<file path="src/hw/epcu_regs.vh">
// epcu_regs.vh: register offsets, field positions and constants for the
// event performance counter unit.
// assumes: included by every design file of the block except the synchroniser, by bare name.
//
// Functional notes
// - four counter pairs, numbered four to seven, each select plus count.
// - select register picks the event and its qualifying conditions.
// - count register holds the running tally of its pair.
// - register writes accepted only at privilege level zero.
// - monitor bit in select register marks counter privileged or user.
// - privileged reads need level zero; user reads blocked by secure bit except at level zero.
// - user counters counted only while user monitor enable is set.
// - privileged counters counted only while privileged enable is set.
// - freeze control bit zero stops all counters; one lets them count.
// - each counter may raise an overflow interrupt.
// - privileged counter counts in all contexts while both enables set.
`ifndef EPCU_REGS_VH
`define EPCU_REGS_VH

// address map: word index on an 8-bit address
`define EPCU_ADDR_W        8
`define EPCU_DATA_W        32
`define EPCU_CNT_W         32
`define EPCU_EVT_W         8
`define EPCU_NUM_CNT       4
`define EPCU_FIRST_PAIR    4
`define EPCU_GLOBAL_CTL    8'h00
`define EPCU_OVF_STATUS    8'h01
`define EPCU_OVF_MASK      8'h02
`define EPCU_ACCESS_ERR    8'h03
`define EPCU_SEL_BASE      8'h04
`define EPCU_CNT_BASE      8'h14
`define EPCU_PAIR_MASK     8'hfc

// global control: freeze control bit
`define EPCU_FREEZE_BIT    0

// event select layout
`define EPCU_SEL_EVT_LSB   0
`define EPCU_SEL_EVT_MSB   7
`define EPCU_SEL_PM_BIT    8
`define EPCU_SEL_OVIE_BIT  9
`define EPCU_SEL_USED_W    10
`define EPCU_SEL_RESET     10'h000

// privilege level field
`define EPCU_CPL_W         2
`define EPCU_CPL_PRIV      2'h0

// access error flags
`define EPCU_ERR_WRITE     0
`define EPCU_ERR_READ      1

`define EPCU_ZERO32        32'h0000_0000
`define EPCU_ONE_CNT       32'h0000_0001

`endif

</file>
<file path="src/hw/epcu_sync.v">
// epcu_sync.v: two-stage synchroniser for a bus of level signals.
// assumes: inputs arrive from outside the clk domain.
`timescale 1ns/1ps
module epcu_sync
#(
   parameter W = 1
)
(
   input  wire         clk,
   input  wire         reset,
   input  wire [W-1:0] async_in,
   output reg  [W-1:0] sync_out
);

   reg [W-1:0] stage1;

   // first stage feeds only the second
   always @(posedge clk)
   begin
      if (reset)
      begin
         stage1   <= {W{1'b0}};
         sync_out <= {W{1'b0}};
      end
      else
      begin
         stage1   <= async_in;
         sync_out <= stage1;
      end
   end

endmodule

</file>
<file path="src/hw/epcu_counter.v">
// epcu_counter.v: one generic counter pair, select plus count.
// assumes: gating terms and writes come from the clk domain.
`timescale 1ns/1ps
`include "epcu_regs.vh"
module epcu_counter
(
   input  wire                       clk,
   input  wire                       reset,
   input  wire                       sel_wr,
   input  wire                       cnt_wr,
   input  wire [`EPCU_DATA_W-1:0]    wdata,
   input  wire [`EPCU_NUM_CNT*2-1:0] events,
   input  wire                       freeze_on,
   input  wire                       priv_en,
   input  wire                       user_en,
   output reg  [`EPCU_SEL_USED_W-1:0] sel,
   output reg  [`EPCU_CNT_W-1:0]     count,
   output wire                       ovf_pulse
);

   wire [`EPCU_EVT_W-1:0] evt_code;
   wire                   pm;
   wire                   evt_hit;
   wire                   enabled;
   wire                   inc;

   assign evt_code = sel[`EPCU_SEL_EVT_MSB:`EPCU_SEL_EVT_LSB];
   assign pm       = sel[`EPCU_SEL_PM_BIT];
   // codes past the event bus select nothing
   assign evt_hit  = (evt_code < (`EPCU_NUM_CNT * 2)) ?
                     events[evt_code[2:0]] : 1'b0;
   assign enabled  = pm ? priv_en : user_en;
   assign inc      = freeze_on & enabled & evt_hit;
   // overflow flagged only if this counter asks for the interrupt
   assign ovf_pulse = inc & (&count) & sel[`EPCU_SEL_OVIE_BIT];

   // select register
   always @(posedge clk)
   begin
      if (reset)
         sel <= `EPCU_SEL_RESET;
      else if (sel_wr)
         sel <= wdata[`EPCU_SEL_USED_W-1:0];
   end

   // count register; a write wins over a count in the same cycle
   always @(posedge clk)
   begin
      if (reset)
         count <= `EPCU_ZERO32;
      else if (cnt_wr)
         count <= wdata;
      else if (inc)
         count <= count + `EPCU_ONE_CNT; // wraps to zero
   end

endmodule

</file>
<file path="src/hw/epcu_top.v">
// epcu_top.v: event performance counter unit, four counter pairs,
// overflow status and mask, privilege checks on every write and on pair register reads.
// assumes: register port and events on clk; status word bits come from
// the processor pipeline and are synchronised here.
//
// The address-and-strobe port and the address map were chosen for this implementation.
`timescale 1ns/1ps
`include "epcu_regs.vh"
module epcu_top
(
   input  wire                       clk,
   input  wire                       reset,
   input  wire [`EPCU_ADDR_W-1:0]    addr,
   input  wire [`EPCU_DATA_W-1:0]    wdata,
   input  wire                       wr,
   input  wire                       rd,
   output reg  [`EPCU_DATA_W-1:0]    rdata,
   input  wire [`EPCU_CPL_W-1:0]     current_privilege_level,
   input  wire                       secure_counter_read_bit,
   input  wire                       user_monitor_enable,
   input  wire                       priv_monitor_enable,
   input  wire                       default_priv_monitor_enable,
   input  wire [`EPCU_NUM_CNT*2-1:0] events,
   output wire                       irq
);

   // status word bits pass a synchroniser before any use
   wire [`EPCU_CPL_W+3:0] psw_raw;
   wire [`EPCU_CPL_W+3:0] psw_sync;
   wire [`EPCU_CPL_W-1:0] cpl_s;
   wire                   sp_s;
   wire                   up_s;
   wire                   pp_s;
   wire                   dpp_s;

   assign psw_raw = {current_privilege_level, secure_counter_read_bit,
                     user_monitor_enable, priv_monitor_enable,
                     default_priv_monitor_enable};

   epcu_sync #(.W(`EPCU_CPL_W + 4)) u_psw_sync
   (
      .clk      (clk),
      .reset    (reset),
      .async_in (psw_raw),
      .sync_out (psw_sync)
   );

   assign cpl_s = psw_sync[`EPCU_CPL_W+3:4];
   assign sp_s  = psw_sync[3];
   assign up_s  = psw_sync[2];
   assign pp_s  = psw_sync[1];
   assign dpp_s = psw_sync[0];

   // control and status registers
   reg                      freeze_control_bit;
   reg [`EPCU_NUM_CNT-1:0]  ovf_status;
   reg [`EPCU_NUM_CNT-1:0]  ovf_mask;
   reg [1:0]                access_err;

   wire                     is_priv;
   wire                     wr_ok;
   wire                     priv_en;
   wire                     user_en;

   assign is_priv = (cpl_s == `EPCU_CPL_PRIV);
   assign wr_ok   = wr & is_priv;
   // privileged counting needs both enables, so it spans all contexts
   assign priv_en = pp_s & dpp_s;
   assign user_en = up_s;

   // address decode for the pair registers
   wire                     in_sel;
   wire                     in_cnt;
   wire [1:0]               pair_idx;

   assign in_sel   = ((addr & `EPCU_PAIR_MASK) == `EPCU_SEL_BASE);
   assign in_cnt   = ((addr & `EPCU_PAIR_MASK) == `EPCU_CNT_BASE);
   assign pair_idx = addr[1:0];

   // per-pair outputs
   wire [`EPCU_SEL_USED_W*`EPCU_NUM_CNT-1:0] sel_all;
   wire [`EPCU_CNT_W*`EPCU_NUM_CNT-1:0]      cnt_all;
   wire [`EPCU_NUM_CNT-1:0]                  ovf_pulse;

   genvar g;
   generate
      for (g = 0; g < `EPCU_NUM_CNT; g = g + 1)
      begin : pair
         // pairs carry the numbers four to seven in software's view
         epcu_counter u_cnt
         (
            .clk       (clk),
            .reset     (reset),
            .sel_wr    (wr_ok & in_sel & (pair_idx == g)),
            .cnt_wr    (wr_ok & in_cnt & (pair_idx == g)),
            .wdata     (wdata),
            .events    (events),
            .freeze_on (freeze_control_bit),
            .priv_en   (priv_en),
            .user_en   (user_en),
            .sel       (sel_all[g*`EPCU_SEL_USED_W +: `EPCU_SEL_USED_W]),
            .count     (cnt_all[g*`EPCU_CNT_W +: `EPCU_CNT_W]),
            .ovf_pulse (ovf_pulse[g])
         );
      end
   endgenerate

   // selected pair fields for reads
   wire [`EPCU_SEL_USED_W-1:0] sel_pick;
   wire [`EPCU_CNT_W-1:0]      cnt_pick;
   wire                        pick_pm;
   wire                        cnt_rd_ok;

   assign sel_pick = sel_all[pair_idx*`EPCU_SEL_USED_W +: `EPCU_SEL_USED_W];
   assign cnt_pick = cnt_all[pair_idx*`EPCU_CNT_W +: `EPCU_CNT_W];
   assign pick_pm  = sel_pick[`EPCU_SEL_PM_BIT];
   // privileged count only at level zero; user count at level zero or unless secured
   assign cnt_rd_ok = is_priv | (~pick_pm & ~sp_s);

   // global control and interrupt registers
   always @(posedge clk)
   begin
      if (reset)
      begin
         freeze_control_bit <= 1'b0;
         ovf_mask           <= {`EPCU_NUM_CNT{1'b0}};
      end
      else if (wr_ok)
      begin
         if (addr == `EPCU_GLOBAL_CTL)
            freeze_control_bit <= wdata[`EPCU_FREEZE_BIT];
         if (addr == `EPCU_OVF_MASK)
            ovf_mask <= wdata[`EPCU_NUM_CNT-1:0];
      end
   end

   // sticky overflow flags; a new overflow beats a clear
   always @(posedge clk)
   begin
      if (reset)
         ovf_status <= {`EPCU_NUM_CNT{1'b0}};
      else if (wr_ok && addr == `EPCU_OVF_STATUS)
         ovf_status <= (ovf_status & ~wdata[`EPCU_NUM_CNT-1:0])
                       | ovf_pulse;
      else
         ovf_status <= ovf_status | ovf_pulse;
   end

   // refused writes and refused count reads are recorded so software can see them
   wire wr_refused;
   wire rd_refused;

   assign wr_refused = wr & ~is_priv;
   assign rd_refused = rd & in_cnt & ~cnt_rd_ok;

   always @(posedge clk)
   begin
      if (reset)
         access_err <= 2'h0;
      else if (wr_ok && addr == `EPCU_ACCESS_ERR)
         access_err <= (access_err & ~wdata[1:0])
                       | {rd_refused, wr_refused};
      else
         access_err <= access_err | {rd_refused, wr_refused};
   end

   // read data, one cycle after the strobe, zero otherwise
   reg [`EPCU_DATA_W-1:0] next_rdata;

   always @*
   begin
      next_rdata = `EPCU_ZERO32;
      if (rd)
      begin
         if (in_cnt)
         begin
            if (cnt_rd_ok)
               next_rdata = cnt_pick;
         end
         else if (in_sel)
         begin
            // select reads are privileged only
            if (is_priv)
               next_rdata[`EPCU_SEL_USED_W-1:0] = sel_pick;
         end
         else
         begin
            case (addr)
               `EPCU_GLOBAL_CTL:
                  next_rdata[`EPCU_FREEZE_BIT] = freeze_control_bit;
               `EPCU_OVF_STATUS:
                  next_rdata[`EPCU_NUM_CNT-1:0] = ovf_status;
               `EPCU_OVF_MASK:
                  next_rdata[`EPCU_NUM_CNT-1:0] = ovf_mask;
               `EPCU_ACCESS_ERR:
                  next_rdata[1:0] = access_err;
               default:
                  next_rdata = `EPCU_ZERO32;
            endcase
         end
      end
   end

   always @(posedge clk)
   begin
      if (reset)
         rdata <= `EPCU_ZERO32;
      else
         rdata <= next_rdata;
   end

   // level interrupt while any unmasked flag stands
   assign irq = |(ovf_status & ovf_mask);

endmodule

</file>
<file path="config.mk">
export PLATFORM = sky130hd
export DESIGN_NAME = epcu_top
export DESIGN_NICKNAME = d
export VERILOG_FILES = /design/src/hw/epcu_sync.v /design/src/hw/epcu_counter.v /design/src/hw/epcu_top.v
export VERILOG_INCLUDE_DIRS = /design/src /design/src/hw
export SDC_FILE = /design/constraint.sdc
export NUM_CORES = 1
export LEC_CHECK = 0
export ABC_AREA = 1
export BUFFER_PORTS_ARGS = -buffer_cell sky130_fd_sc_hd__buf_2
export CAP_MARGIN = 40
export CORE_UTILIZATION = 25
export CTS_CLUSTER_SIZE = 14
export DETAILED_ROUTE_END_ITERATION = 12
export MAX_ROUTING_LAYER = met4
export PLACE_DENSITY = 0.48
export SLEW_MARGIN = 10
export SYNTH_ARGS = -nofsm -noshare
export SYNTH_HDL_FRONTEND = slang
export SYNTH_SLANG_ARGS = --single-unit
export TNS_END_PERCENT = 100
</file>
<file path="constraint.sdc">
create_clock -name clk -period 1.6 [get_ports clk]
set_clock_uncertainty 0.05 [all_clocks]
set_input_delay 0.08 -clock clk [delete_from_list [all_inputs] [get_ports clk]]
set_output_delay 0.08 -clock clk [all_outputs]
set_load 0.1 [all_outputs]
</file>
; ---- Yosys cells after proc, flatten, opt, wreduce, memory -nomap -nowiden
; Index checks and enable logic that the tools add are counted.
[word_totals]
ff_bits = 223
inputBits = 58
output_inout_bits = 33
elab_cells = 138
[classes]
add_sub_neg = 4
multipliers = 1
magnitude_cmp = 8
eq_ne = 8
shift = 2
n_mux = 33
bitwise = 48
n_reduce_logical = 18
[op_table]
columns = operator, count
row1 = 32-bit two-way mux, 8
row2 = "32-bit by 1-bit adder with 32-bit output, second input constant", 4
row3 = 32-bit AND reduction, 4
row4 = 128-bit by 8-bit variable part select with 32-bit output, 1
row5 = 10-bit two-way mux, 4
row6 = 40-bit by 7-bit variable part select with 10-bit output, 1
row7 = 1-bit bitwise AND, 32
row8 = "8-bit by 4-bit less-than comparator with 1-bit output, second input constant", 4
row9 = "8-bit by 2-bit equality test with 1-bit output, second input constant", 2
row10 = "3-bit by 4-bit less-than comparator with 1-bit output, second input constant", 4
row11 = 1-bit binary-select mux with 3-bit select, 4
row12 = 1-bit two-way mux, 12
row13 = 4-bit bitwise AND, 2
row14 = "8-bit by 1-bit equality test with 1-bit output, second input constant", 1
row15 = 8-bit logical NOT, 1
row16 = 4-bit bitwise OR, 2
row17 = 2-bit nonzero test, 4
row18 = 4-bit OR reduction, 2
row19 = "6-bit by 1-bit equality test with 1-bit output, second input constant", 1
row20 = "6-bit by 3-bit equality test with 1-bit output, second input constant", 1
row21 = 1-bit NOT, 6
row22 = "2-bit by 3-bit multiplier with 5-bit output, second input constant", 1
row23 = "2-bit equality test, second input constant", 2
row24 = 2-bit logical NOT, 2
row25 = 14 further kinds, 17

; ---- Longest topological paths before layout
; Gate-level depths: netlist of run 1.
[logic_depth]
ltp_word = 9
ltp_mapped = 12
depth_no_buf = 12

; ---- By module
; A second synthesis of run 1 with hierarchy kept.
[unflattened]
cells_unflattened = 2545
area_unflattened_um2 = 15329.7
[modules_own_cells]
columns = mod, instances, cells_each, area_each_um2, seq_area_each_um2
row1 = epcu_counter, 4, 513, 3037.9, 840.8
row2 = epcu_top, 1, 456, 2836.5, 860.8
row3 = epcu_sync, 1, 37, 341.6, 240.2

; ---- Least setup slack after synthesis of run 1
; Ideal clock, no wire load.
[synth_timing]
kind = flip-flop to flip-flop
from = register pair[0].u_cnt.count[1]
to = register pair[0].u_cnt.count[24]
arrival_time_ps = 1483
required_ps = 1440
slack_ps = -43
stages_incl_launch_ff = 13
path_cell_list = dfxtp_1 ha_1 inv_1 nor2_1 nand2_2 nor2_2 nand2_1 nand2_1 nand2_1 nand3_1 nand3_1 nand2_1 inv_1
[synth_between]
elab_chain_cells = 3
[synth_rtl]
columns = item, line
row1 = start: declaration, epcu_counter.v:17  ; output reg [`EPCU_CNT_W-1:0] count,
row2 = start signal: assignment, epcu_counter.v:50  ; count <= `EPCU_ZERO32;
row3 = start signal: assignment, epcu_counter.v:52  ; count <= wdata;
row4 = start signal: assignment, epcu_counter.v:54  ; count <= count + `EPCU_ONE_CNT;
row5 = 32-bit by 1-bit adder with 32-bit output (no line), -
row6 = 32-bit two-way mux, epcu_counter.v:53  ; else if (inc)
row7 = 32-bit two-way mux, epcu_counter.v:51  ; else if (cnt_wr)
; No other way between the ends. The select of a mux whose other input is x is not followed.
; A chain may end at the register's enable or synchronous reset.

; ---- Final worst setup path of run 1
[layout_timing]
from = register u_psw_sync.sync_out[5]
to = register pair[0].u_cnt.count[12]
[layout_between]
elab_chain_cells = 5
elab_cells_between_ends = 6
cone_classes = mux: 1 / bitwise: 3 / reduce/logical: 2
[layout_rtl]
columns = item, line
row1 = start: declaration, epcu_sync.v:12  ; output reg [W-1:0] sync_out
row2 = start signal: assignment, epcu_sync.v:23  ; sync_out <= {W{1'b0}};
row3 = start signal: assignment, epcu_sync.v:28  ; sync_out <= stage1;
row4 = 2-bit logical NOT (no line) (*), -
row5 = 1-bit bitwise AND (*), epcu_top.v:66  ; assign wr_ok = wr & is_priv;
row6 = 1-bit bitwise AND (*) (2 in series), epcu_top.v:95  ; .cnt_wr (wr_ok & in_cnt & (pair_idx == g)),
row7 = 32-bit two-way mux / 2-bit nonzero test (equally long branches), -
; Mark *: on every way between the ends. The rest lies on a longest branch, timed or not.

==> impl_metrics.yaml, run 1 <==
status:
  status: "finished, violations left"
  violations: "setup timing"
sta:
  rsz0062_at_grt: "yes"
  worstMarginPinSlew_ns: 0.742
  setup_viol_count_final: 113
  hold_viol: 0
  fin_ws_ns: -0.0946
  drv_slew: 0
  fin_crit_sh_pct: 106
  period_needed_ns: 1.69
  slew_headroom_pct: 50.5
  max_freq_mhz: 590
pwr:
  p_leak_uw: 0.00926
  p_comb_share_pct: 7.0
  power_density_nw_per_um2: 588
  power_frac_seq_pct: 42.9
  peakVddDrop_mv: 0.617
  finalPower_uw: 13000
  swShare_pct: 25.2
  power.internal_uw: 9720
  power_frac_clock_pct: 50.2
  switchingPower_uw: 3280
detailed_routing:
  drc: 0
  drt_wl_total_um: 68700
  antenna_left: 0
  via_count: 17700
  routedWlPerCell_um: 18.7
  viasPerCell: 4.82
  drt-pass1-iter-count: 7
  drtIter0Drc: 1307
clocking:
  cts.sinks: 223
  clk_pin_slew_ns: 0.06
  htreeDepth: 1
  worstSkewPairLatency_ns: 0.58
  cts_buffers: 28
  cts_root_buffer: "clkbuf_16"
  clockBufferDepth: 3
  cts_tree: "done"
critical_path:
  rr_endpoint: "pair[0].u_cnt.count[12]$_SDFFE_PP0P_"
  crit_fanout: 8
  arrival_ns: 2.13
  cp-endpoint: "pair[0].u_cnt.count[12]$_SDFFE_PP0P_"
  r2r_setup_slack_ns: -0.09
  start_kind: "flip-flop"
  worstPathRequired_ns: 2.03
  path_class: "reg2reg"
  reg2reg_depth: 11
  critPathCaptureType: "flip-flop"
  reg2reg_from: "u_psw_sync.sync_out[5]$_SDFF_PP0_"
  cp-startpoint: "u_psw_sync.sync_out[5]$_SDFF_PP0_"
floorplanning:
  dieHeight_um: 240
  ios: 91
  start_util_pct: 25.5
  die_area_sq_um: 57800
  die_width_um: 240
  rows: 86
  coreArea_sq_um: 55600
synthesis:
  synth_adder_area_share_pct: 0.352
  synth_top_family_by_area: "simple AND/OR/NAND/NOR gates"
  ys.flop_type: "dfxtp_1"
  synth_seq_area_share_pct: 31.4
  yosysTopAreaCell: "dfxtp_1"
  synth-edff-count: 0
  synth.cell_area_sq_um: 14200
  synth-simple-area-share_pct: 40.6
  syn_inst: 2375
  synth_cell_types: 41
  synth_top_area_share_pct: 31.4
  muxShareOfSynthArea_pct: 0
  synthArstFlopShare_pct: 0
  synth_compound_area_share_pct: 13.9
  synthXorXnorAreaFrac_pct: 3.45
  syn_nets: 2437
  ys_seq_elements: 223
  synth_area_leaders: "dfxtp_1, nand2_1, nand3_1"
  yosysWarningCount: 0
  synth_area_per_cell_sq_um: 5.98
place:
  gp_congestion: 0.958
  dp_hpwl_um: 50700
  placed_cell_area_sq_um: 18600
  port_buffers: 90
global_routing:
  grt_use_total_pct: 23.9
  grt_pass1_wl_um: 101000
  grt_pass1_vias: 17000
  antenna_found_initial: 2
  grt.overflow.total: 0
  grt_max_degree: 125
hold_path:
  hp-start: "addr[1]"
  hold_depth: 5
  hp-class: "in2reg"
layout:
  area_growth_pct: 55.8
  nNetsFinal: 2968
  finalInstanceArea_sq_um: 22100
  final_cell_mix: "nand2_1, buf_4, inv_1"
  drive_gt1_share_pct: 31.8
  final_common_cell: "nand2_1"
job:
  drv_cap: 0
-- registers in the layout (all words and copies together), names as in the netlist --
register,count
pair.u_cnt.count,128
u_psw_sync.stage1,6
rdata,32
freeze_control_bit,1
ovf_mask,4
u_psw_sync.sync_out,6
ovf_status,4
pair.u_cnt.sel,40
access_err,2
-- per-stage QoR --
step	util, %	hold slack (ns)	setup slack, ns	TNS [ns]	cells
after floorplan	-	0.137	0.0234	0	2375
after global placement	33.5	0.230	-0.367	-26.29	3539
after detailed placement	33.5	0.240	-0.391	-31.23	3539
after CTS	37.6	0.0541	-0.0859	-4.91	3650
after global routing	39.8	0.0316	-0.191	-18.17	3673
final	39.8	0.0170	-0.0946	-5.48	3673
-- worst min-delay path by stage --
stage,end,slack [ns]
5_1_grt,pair[0].u_cnt.sel[3]$_SDFFE_PP0P_,0.03
6_report,pair[0].u_cnt.sel[0]$_SDFFE_PP0P_,0.02
4_1_cts,pair[0].u_cnt.sel[0]$_SDFFE_PP0P_,0.05
3_5_place_dp,u_psw_sync.stage1[2]$_SDFF_PP0_,0.24
2_1_floorplan,u_psw_sync.stage1[0]$_SDFF_PP0_,0.14
3_3_place_gp,u_psw_sync.stage1[0]$_SDFF_PP0_,0.23
-- cell type report --
cell class / count / area, sq um
well taps: 748 / 936
flip-flops and latches: 223 / 4530
diodes: 1 / 2.50
multi-input cells: 1785 / 9480
inverters: 278 / 1100
fillers: 5812 / 33500
repair buffers: 590 / 5180
clock buffers: 43 / 828
clock inverters: 5 / 78.8
-- cell usage after synthesis (2+ instances only) --
cell and number:
nand3_4 2, ha_1 4, nand2_1 776, xor2_1 30, a221oi_1 21, o21bai_1 4
and2_1 4, xnor2_1 26, nor2_8 2, o22ai_1 48, nor2_4 3, buf_4 11
nand3_2 8, nor2_2 15, nand3_1 216, a21oi_1 154, nor4_1 2, inv_1 263
nand4_1 22, o21ai_0 94, dfxtp_1 223, a22oi_1 6, or2_2 2, buf_2 25
o21a_1 2, nand3b_1 14, o2111ai_1 2, nor2_1 275, clkbuf_1 49, nand2_2 5
nor3_1 20, inv_2 15, a211oi_1 4, buf_1 5, o21ai_1 17
-- critical path, cell delays in order (launching register included) --
cell and delay [ns]:
dfxtp_2 0.32, nor2_4 0.13, inv_4 0.06, nor2_8 0.18, nand3_4 0.15, buf_12 0.20, clkinv_8 0.08, clkbuf_16 0.16
nand2_4 0.04, nand2_1 0.06, nand2_1 0.04, a21oi_1 0.12
-- power by group through the flow --
stage          registers (uW)  clock network [uW]  logic (uW)
2_1_floorplan            5700                   0         279
4_1_cts                  5580                6680         860
6_report                 5570                6530         907
3_3_place_gp             5700                   0         757
3_5_place_dp             5700                   0         761
5_1_grt                  5570                6900         953
-- kinds of logic after synthesis --
group	after synthesis
DFF	223
xor gates and xnor gates	56
adders and majority gates	4
and+or+nand+nor	1369
buffers and inverters	368
AOI/OAI and AO/OA	355
-- per-layer routing --
metal	share of wire, %	GRT usage (%)
met1	44	30.4
met2	48	39.6
met3	5.0	2.27
met4	3.3	7.62
met5	0	-
-- what timing repair did --
action	in CTS	in global routing
pin swaps	51	102
endpoints found under the hold margin	154	0
endpoints found under the setup margin	139	185
hold buffers	44	0
buffers inserted	15	14
cloned	6	10
gates resized for setup	206	302
(Power assumes the default switching activity.)
==> run 2, diff against run 1 <==
- TNS_END_PERCENT: 100 -> not set
- clock period: 1.6 -> 1.46 ns (I/O delays scaled with it)
==> run 2 against run 1 <==
The run still ends with setup timing left. Clock-buffer cell count fell by 5. Power grew 18%. Cell count increased by 1.7%. Register-to-register slack got worse by 0.16 ns. Critical path type unchanged. Critical endpoint is now pair[0].u_cnt.count[5]$_SDFFE_PP0P_.
==> impl_metrics.yaml, run 2 (synthesis gave the netlist of run 1 again) <==
detailed_routing:
  met3_length_um: 3970
  top_layer: "met4"
  viasPerCell: 4.88
  drt-pass1-iter-count: 6
  drt_wl_total_um: 71000
  via_count: 18200
  drtIter0Drc: 1492
  wl_met1_um: 31300
  drc: 0
  routedWlPerCell_um: 19.0
  antenna_left: 0
  dr_wl_met2_um: 33500
layout:
  drive_gt1_share_pct: 34.8
  final_common_cell: "nand2_1"
  final_cell_mix: "nand2_1, buf_4, inv_1"
  nNetsFinal: 3025
  fill_cells: 5865
  top_register: "pair.u_cnt.count"
  top_regs: "pair.u_cnt.count x128, pair.u_cnt.sel x40, rdata x32"
  final_util_pct: 41.0
  largest_reg_flops: 128
  area_growth_pct: 60.5
  finalInstanceArea_sq_um: 22800
critical_path:
  start_kind: "flip-flop"
  critPathSlowestCell: "dfxtp_2"
  critPathTopFamily: "simple AND/OR/NAND/NOR gates"
  path_class: "reg2reg"
  crit_chain: "inv_2, nand2_2, nor2_4, nand2_2, nor2_4, nand3_4, nand2_4, buf_6, nand2_1, a21oi_1"
  crit_fanout: 6
  reg2reg_depth: 10
  cp.depth: 10
  critPathCaptureType: "flip-flop"
  cp_slowest_stage_delay_ns: 0.31
  arrival_ns: 2.16
  path_buf_inv: 2
  worstPathRequired_ns: 1.91
sta:
  max_freq_mhz: 584
  worstMarginPinSlew_ns: 0.839
  fin_ws_ns: -0.253
  hold_viol: 0
  slew_headroom_pct: 44.1
  period_needed_ns: 1.71
  setup_viol_count_final: 186
  rsz0062_at_grt: "yes"
  drv_slew: 0
  fin_crit_sh_pct: 117
job:
  drv_cap: 0
clocking:
  cts_buffers: 31
  cts.sinks: 223
  clockBufferDepth: 3
  worstSkewPairLatency_ns: 0.59
  cts_root_buffer: "clkbuf_16"
  cts_tree: "done"
  clk_pin_slew_ns: 0.06
  htreeDepth: 1
global_routing:
  grt.overflow.total: 0
  grt_max_degree: 125
  grt_pass1_wl_um: 104000
  grt_use_total_pct: 24.4
  antenna_found_initial: 2
  grt_pass1_vias: 17300
floorplanning:
  die_area_sq_um: 57800
  coreArea_sq_um: 55600
  ios: 91
  start_util_pct: 25.5
  dieHeight_um: 240
  die_width_um: 240
  rows: 86
place:
  gp_congestion: 0.960
  port_buffers: 90
  dp_hpwl_um: 51500
  placed_cell_area_sq_um: 19100
pwr:
  switchingPower_uw: 3830
  swShare_pct: 25.0
  power_frac_clock_pct: 53.6
  power_frac_seq_pct: 39.8
  p_comb_share_pct: 6.6
  p_leak_uw: 0.00955
  peakVddDrop_mv: 0.668
  power_density_nw_per_um2: 673
  power.internal_uw: 11500
status:
  status: "finished, violations left"
  violations: "setup timing"
hold_path:
  hp-class: "in2reg"
  hold_depth: 5
[run 2: cell types whose count changed in the layout (fill, tap and decap cells not counted), moves of 8 or more]
cell,before,now
nand2_1,705,690
nand3_2,47,69
buf_4,370,422
o21ai_0,44,76
o21ai_1,59,30
dfxtp_1,181,173
inv_1,247,238
dfxtp_2,37,45
nand3_1,168,143
nand2_2,59,76
inv_2,19,31
[run 2: cell type report]
class | instances | area [sq um] | area share [%]
Clock inverter | 17 | 240 | 1.05
Inverter | 278 | 1120 | 4.90
Timing Repair Buffer | 639 | 5520 | 24.2
Clock buffer | 38 | 832 | 3.65
Tap cell | 748 | 936 | 4.11
Antenna cell | 1 | 2.50 | 0.0110
Timing Repair inverter | 1 | 11.3 | 0.0494
Multi-Input combinational cell | 1789 | 9600 | 42.1
Sequential cell | 223 | 4540 | 19.9
[run 2: per-stage QoR]
stage               TNS [ns]  total power [uW]  cells  hold slack (ns)  worst slack (ns)
global placement      -43.51              7110   3583            0.229            -0.367
CTS                   -24.40             15500   3713           0.0722            -0.239
global route          -45.48             15800   3734           0.0985            -0.375
floorplan             -0.531              6560   2375            0.130           -0.0367
detailed placement    -44.30              7110   3583            0.236            -0.395
finish                -27.96             15300   3734           0.0927            -0.253
[run 2: path summary, 6_finish.rpt]
kind	startpoint	endpoint	slack, ns
setup / recovery	pair[0].u_cnt.sel[6]$_SDFFE_PP0P_	pair[0].u_cnt.count[5]$_SDFFE_PP0P_	-0.25
hold / removal	addr[0]	pair[2].u_cnt.sel[1]$_SDFFE_PP0P_	0.09
setup reg to reg	pair[0].u_cnt.sel[6]$_SDFFE_PP0P_	pair[0].u_cnt.count[5]$_SDFFE_PP0P_	-0.25
hold reg to reg	u_psw_sync.stage1[4]$_SDFF_PP0_	u_psw_sync.sync_out[4]$_SDFF_PP0_	0.35
[run 2: worst register-to-register path: stages, from the launching register on]
cell and delay, ns:
dfxtp_2 0.31, inv_2 0.06, nand2_2 0.07, nor2_4 0.14, nand2_2 0.08, nor2_4 0.14
nand3_4 0.25, nand2_4 0.21, buf_6 0.15, nand2_1 0.06, a21oi_1 0.12
[run 2: layer usage]
layer	vias to the layer above	global-route usage, %
li1	8837	-
met1	8668	31.8
met2	575	39.9
met3	125	2.33
met4	0	7.33
met5	-	-
[run 2: power groups by stage]
stage	clock network, uW	registers, uW	logic, uW
6_report	8220	6110	1010
3_3_place_gp	0	6250	856
5_1_grt	8610	6110	1060
3_5_place_dp	0	6250	859
2_1_floorplan	0	6250	312
4_1_cts	8380	6120	977
[run 2: what timing repair did]
action                                 CTS  global route
buffers inserted                        23            11
gates resized for setup                237           214
setup endpoints to repair              213           233
pin swaps                               75            93
cloned                                  10            11
hold buffers                            42             0
endpoints found under the hold margin  158             0
==> run 3, diff against run 2 <==
- CORE_UTILIZATION: 25 -> 56
- PLACE_DENSITY: 0.48 -> 0.84
- clock period: 1.46 -> 1.5 ns (I/O delays scaled with it)
==> run 3 against run 2 <==
The flow now stops in global routing (5_1_grt). Synthesized area unchanged. Synthesized cell count is the same.
==> impl_metrics.yaml, run 3 <==
synthesis:
  synth-simple-area-share_pct: 40.6
  synth_top_family_by_area: "simple AND/OR/NAND/NOR gates"
  synth_area_leaders: "dfxtp_1, nand2_1, nand3_1"
  synthArstFlopShare_pct: 0
  synth_area_per_cell_sq_um: 5.98
  synth_top_area_share_pct: 31.4
  ys_top_cells_by_count: "nand2_1, nor2_1, inv_1"
  ys_seq_elements: 223
  yosysTopAreaCell: "dfxtp_1"
  ys.flop_type: "dfxtp_1"
  muxShareOfSynthArea_pct: 0
  synth_adder_area_share_pct: 0.352
  synthXorXnorAreaFrac_pct: 3.45
  synth_most_common_cell: "nand2_1"
  yosysWarningCount: 0
  synth_compound_area_share_pct: 13.9
  syn_inst: 2375
  synth.cell_area_sq_um: 14200
  syn_nets: 2437
  synth-edff-count: 0
  synth_cell_types: 41
  synth_seq_area_share_pct: 31.4
place:
  gp_congestion: 1.03
  port_buffers: 90
  placed_cell_area_sq_um: 18300
  place_ws_ns: -0.518
  dp_hpwl_um: 45900
  dpl.cell_count: 3146
status:
  stop_error: "[ERROR GRT-0232] Routing congestion too high. Check the congestion heatmap in the GUI."
  status: "did not finish"
  stop_stage: "global routing (5_1_grt)"
clocking:
  clockBufferDepth: 3
  cts_root_buffer: "clkbuf_16"
  htreeDepth: 1
  cts.sinks: 223
  cts_buffers: 27
floorplanning:
  ios: 91
  rows: 57
  die_width_um: 161
  dieHeight_um: 161
  start_util_pct: 57.7
global_routing:
  grt.overflow.total: 50
  grt_use_total_pct: 78.7
  grt_max_degree: 125
sta:
  worst_endpoint: "pair[2].u_cnt.count[14]$_SDFFE_PP0P_/D"
  worstEndpointType: "register data pin"
## run 3: cell families after synthesis
family	count (synthesis)
AO/OA/AOI/OAI	355
buffers and inverters	368
AND/OR/NAND/NOR	1369
flip-flops	223
adder cells (fa/ha/maj)	4
XOR/XNOR	56
## run 3: routing by layer
layer,track usage [%],overflow
met1,76.7,1
met5,-,-
met2,95.0,27
met4,73.9,17
met3,63.2,5
## run 3: what timing repair did
item | in CTS
buffers inserted | 22
endpoints found under the setup margin | 197
hold buffers | 40
hold endpoints to repair | 152
cloned | 11
resized for setup | 218
pin swaps | 66
## run 3: through the flow
stage                     utilization [%]  setup TNS [ns]
after floorplan                         -          -0.174
after global placement               74.5          -27.58
after CTS                            84.2          -27.82
after detailed placement             74.5          -34.77
==> run 4, diff against run 3 <==
- CORE_UTILIZATION: 56 -> 40
- CTS_CLUSTER_SIZE: 14 -> not set
- MAX_ROUTING_LAYER: met4 -> not set
- PLACE_DENSITY: 0.84 -> not set
- PLACE_DENSITY_LB_ADDON: not set -> 0.15
- clock period: 1.5 -> 1.95 ns (I/O delays scaled with it)
==> run 4 against run 3 <==
The flow now finishes without violations.
==> impl_metrics.yaml, run 4 (synthesis gave the netlist of run 1 again) <==
clocking:
  cts.sinks: 223
  clockBufferDepth: 3
  cts_root_buffer: "clkbuf_16"
  cts_tree: "done"
  worstSkewPairLatency_ns: 0.56
  clk_pin_slew_ns: 0.06
  htreeDepth: 1
  cts_buffers: 28
floorplanning:
  die_area_sq_um: 36300
  die_width_um: 190
  coreArea_sq_um: 34700
  dieHeight_um: 190
  rows: 68
  ios: 91
  start_util_pct: 40.9
sta:
  hold_viol: 0
  setup_viol_count_final: 0
  period_needed_ns: 1.86
  fin_setup_tns_ns: 0
  max_freq_mhz: 537
  fin_ws_ns: 0.0874
  drv_slew: 0
  worstMarginPinSlew_ns: 0.675
  fin_crit_sh_pct: 95.5
  slew_headroom_pct: 55.0
global_routing:
  grt_use_total_pct: 31.2
  antenna_found_initial: 1
  grt.overflow.total: 0
  grt_max_degree: 125
  grt_pass1_wl_um: 85800
  grt_pass1_vias: 15000
critical_path:
  worstPathRequired_ns: 2.31
  critPathCaptureType: "flip-flop"
  path_class: "reg2reg"
  start_kind: "flip-flop"
  arrival_ns: 2.23
  crit_fanout: 6
pwr:
  p_leak_uw: 0.00709
  swShare_pct: 24.1
  power.internal_uw: 8260
  switchingPower_uw: 2620
  peakVddDrop_mv: 0.699
  p_comb_share_pct: 5.6
  power_frac_clock_pct: 52.3
  finalPower_uw: 10900
  power_density_nw_per_um2: 619
  power_frac_seq_pct: 42.1
detailed_routing:
  routedWlPerCell_um: 18.9
  viasPerCell: 5.34
  antenna_left: 0
  drtIter0Drc: 1260
  drt_wl_total_um: 57800
  drc: 0
  drt-pass1-iter-count: 5
  via_count: 16400
layout:
  final_cell_mix: "nand2_1, inv_1, nor2_1"
  antenna_cells: 0
  nNetsFinal: 2649
  top_regs: "pair.u_cnt.count x128, pair.u_cnt.sel x40, rdata x32"
  top_register: "pair.u_cnt.count"
  drive_gt1_share_pct: 13.7
  final_cells: 3064
  finalInstanceArea_sq_um: 17600
  largest_reg_flops: 128
  area_growth_pct: 23.7
  final_common_cell: "nand2_1"
job:
  drv_cap: 0
place:
  dpl.cell_count: 2962
  port_buffers: 90
  dp_hpwl_um: 43400
  place_ws_ns: -0.0151
  gp_congestion: 0.972
  placed_cell_area_sq_um: 15900
status:
  status: "completed"
hold_path:
  hp-class: "in2reg"
==> run 4: per-layer routing <==
layer	up-vias	wire [um]	global-route usage, %
li1	8060	-	-
met1	7566	25600	43.1
met2	638	25300	48.0
met3	94	4820	5.98
met4	2	1970	11.0
met5	-	11	0
==> run 4: repair_timing <==
| action | 4_1_cts | 5_1_grt |
|---|---|---|
| gates cloned | 0 | 2 |
| endpoints found under the setup margin | 1 | 108 |
| buffers inserted | 0 | 6 |
| hold endpoints to repair | 140 | 0 |
| pin swaps | 0 | 8 |
| resized for setup | 1 | 44 |
| hold buffers | 42 | 0 |
==> run 4: path summary, 6_finish.rpt <==
check / startpoint / to / slack [ns] / cells past startpoint
worst max register to register: pair[1].u_cnt.count[9]$_SDFFE_PP0P_ / pair[1].u_cnt.count[29]$_SDFFE_PP0P_ / 0.09 / 8
worst max-delay path: pair[1].u_cnt.count[9]$_SDFFE_PP0P_ / pair[1].u_cnt.count[29]$_SDFFE_PP0P_ / 0.09 / 8
worst min-delay path: addr[7] / ovf_mask[1]$_SDFFE_PP0P_ / 0.03 / 6
worst min register to register: u_psw_sync.stage1[0]$_SDFF_PP0_ / u_psw_sync.sync_out[0]$_SDFF_PP0_ / 0.35 / 2
==> run 4: stage by stage <==
stage / util [%] / hold WS, ns
after floorplan: - / 0.154
final: 50.6 / 0.0264
after detailed placement: 45.8 / 0.257
after global routing: 50.6 / 0.0192
after CTS: 49.9 / 0.00208
after global placement: 45.8 / 0.247
==> run 4: layout make-up <==
class | count | area [sq um]
flip-flops and latches | 223 | 4470
inverters | 278 | 1050
well taps | 455 | 569
multi-input cells | 1785 | 8430
clock inverters | 15 | 219
clock buffers | 37 | 786
repair buffers | 271 | 2040
fillers | 3629 | 17100
==> run 4: power groups by stage <==
| stage | sequential, uW | combinational (uW) | clock (uW) |
|---|---|---|---|
| after floorplan | 4680 | 229 | 0 |
| after global placement | 4680 | 517 | 0 |
| after detailed placement | 4680 | 518 | 0 |
| after CTS | 4580 | 583 | 5780 |
| after global routing | 4580 | 639 | 5950 |
| final | 4580 | 606 | 5690 |
==> run 4: worst max-delay path, cell delays in order, from the launching register on <==
cell     delay, ns
dfxtp_1       0.46
nand2_1       0.13
nor2_1        0.29
nand2_1       0.09
nor2_1        0.23
nand2_1       0.17
xor2_1        0.17
nand2_1       0.06
a21oi_1       0.06
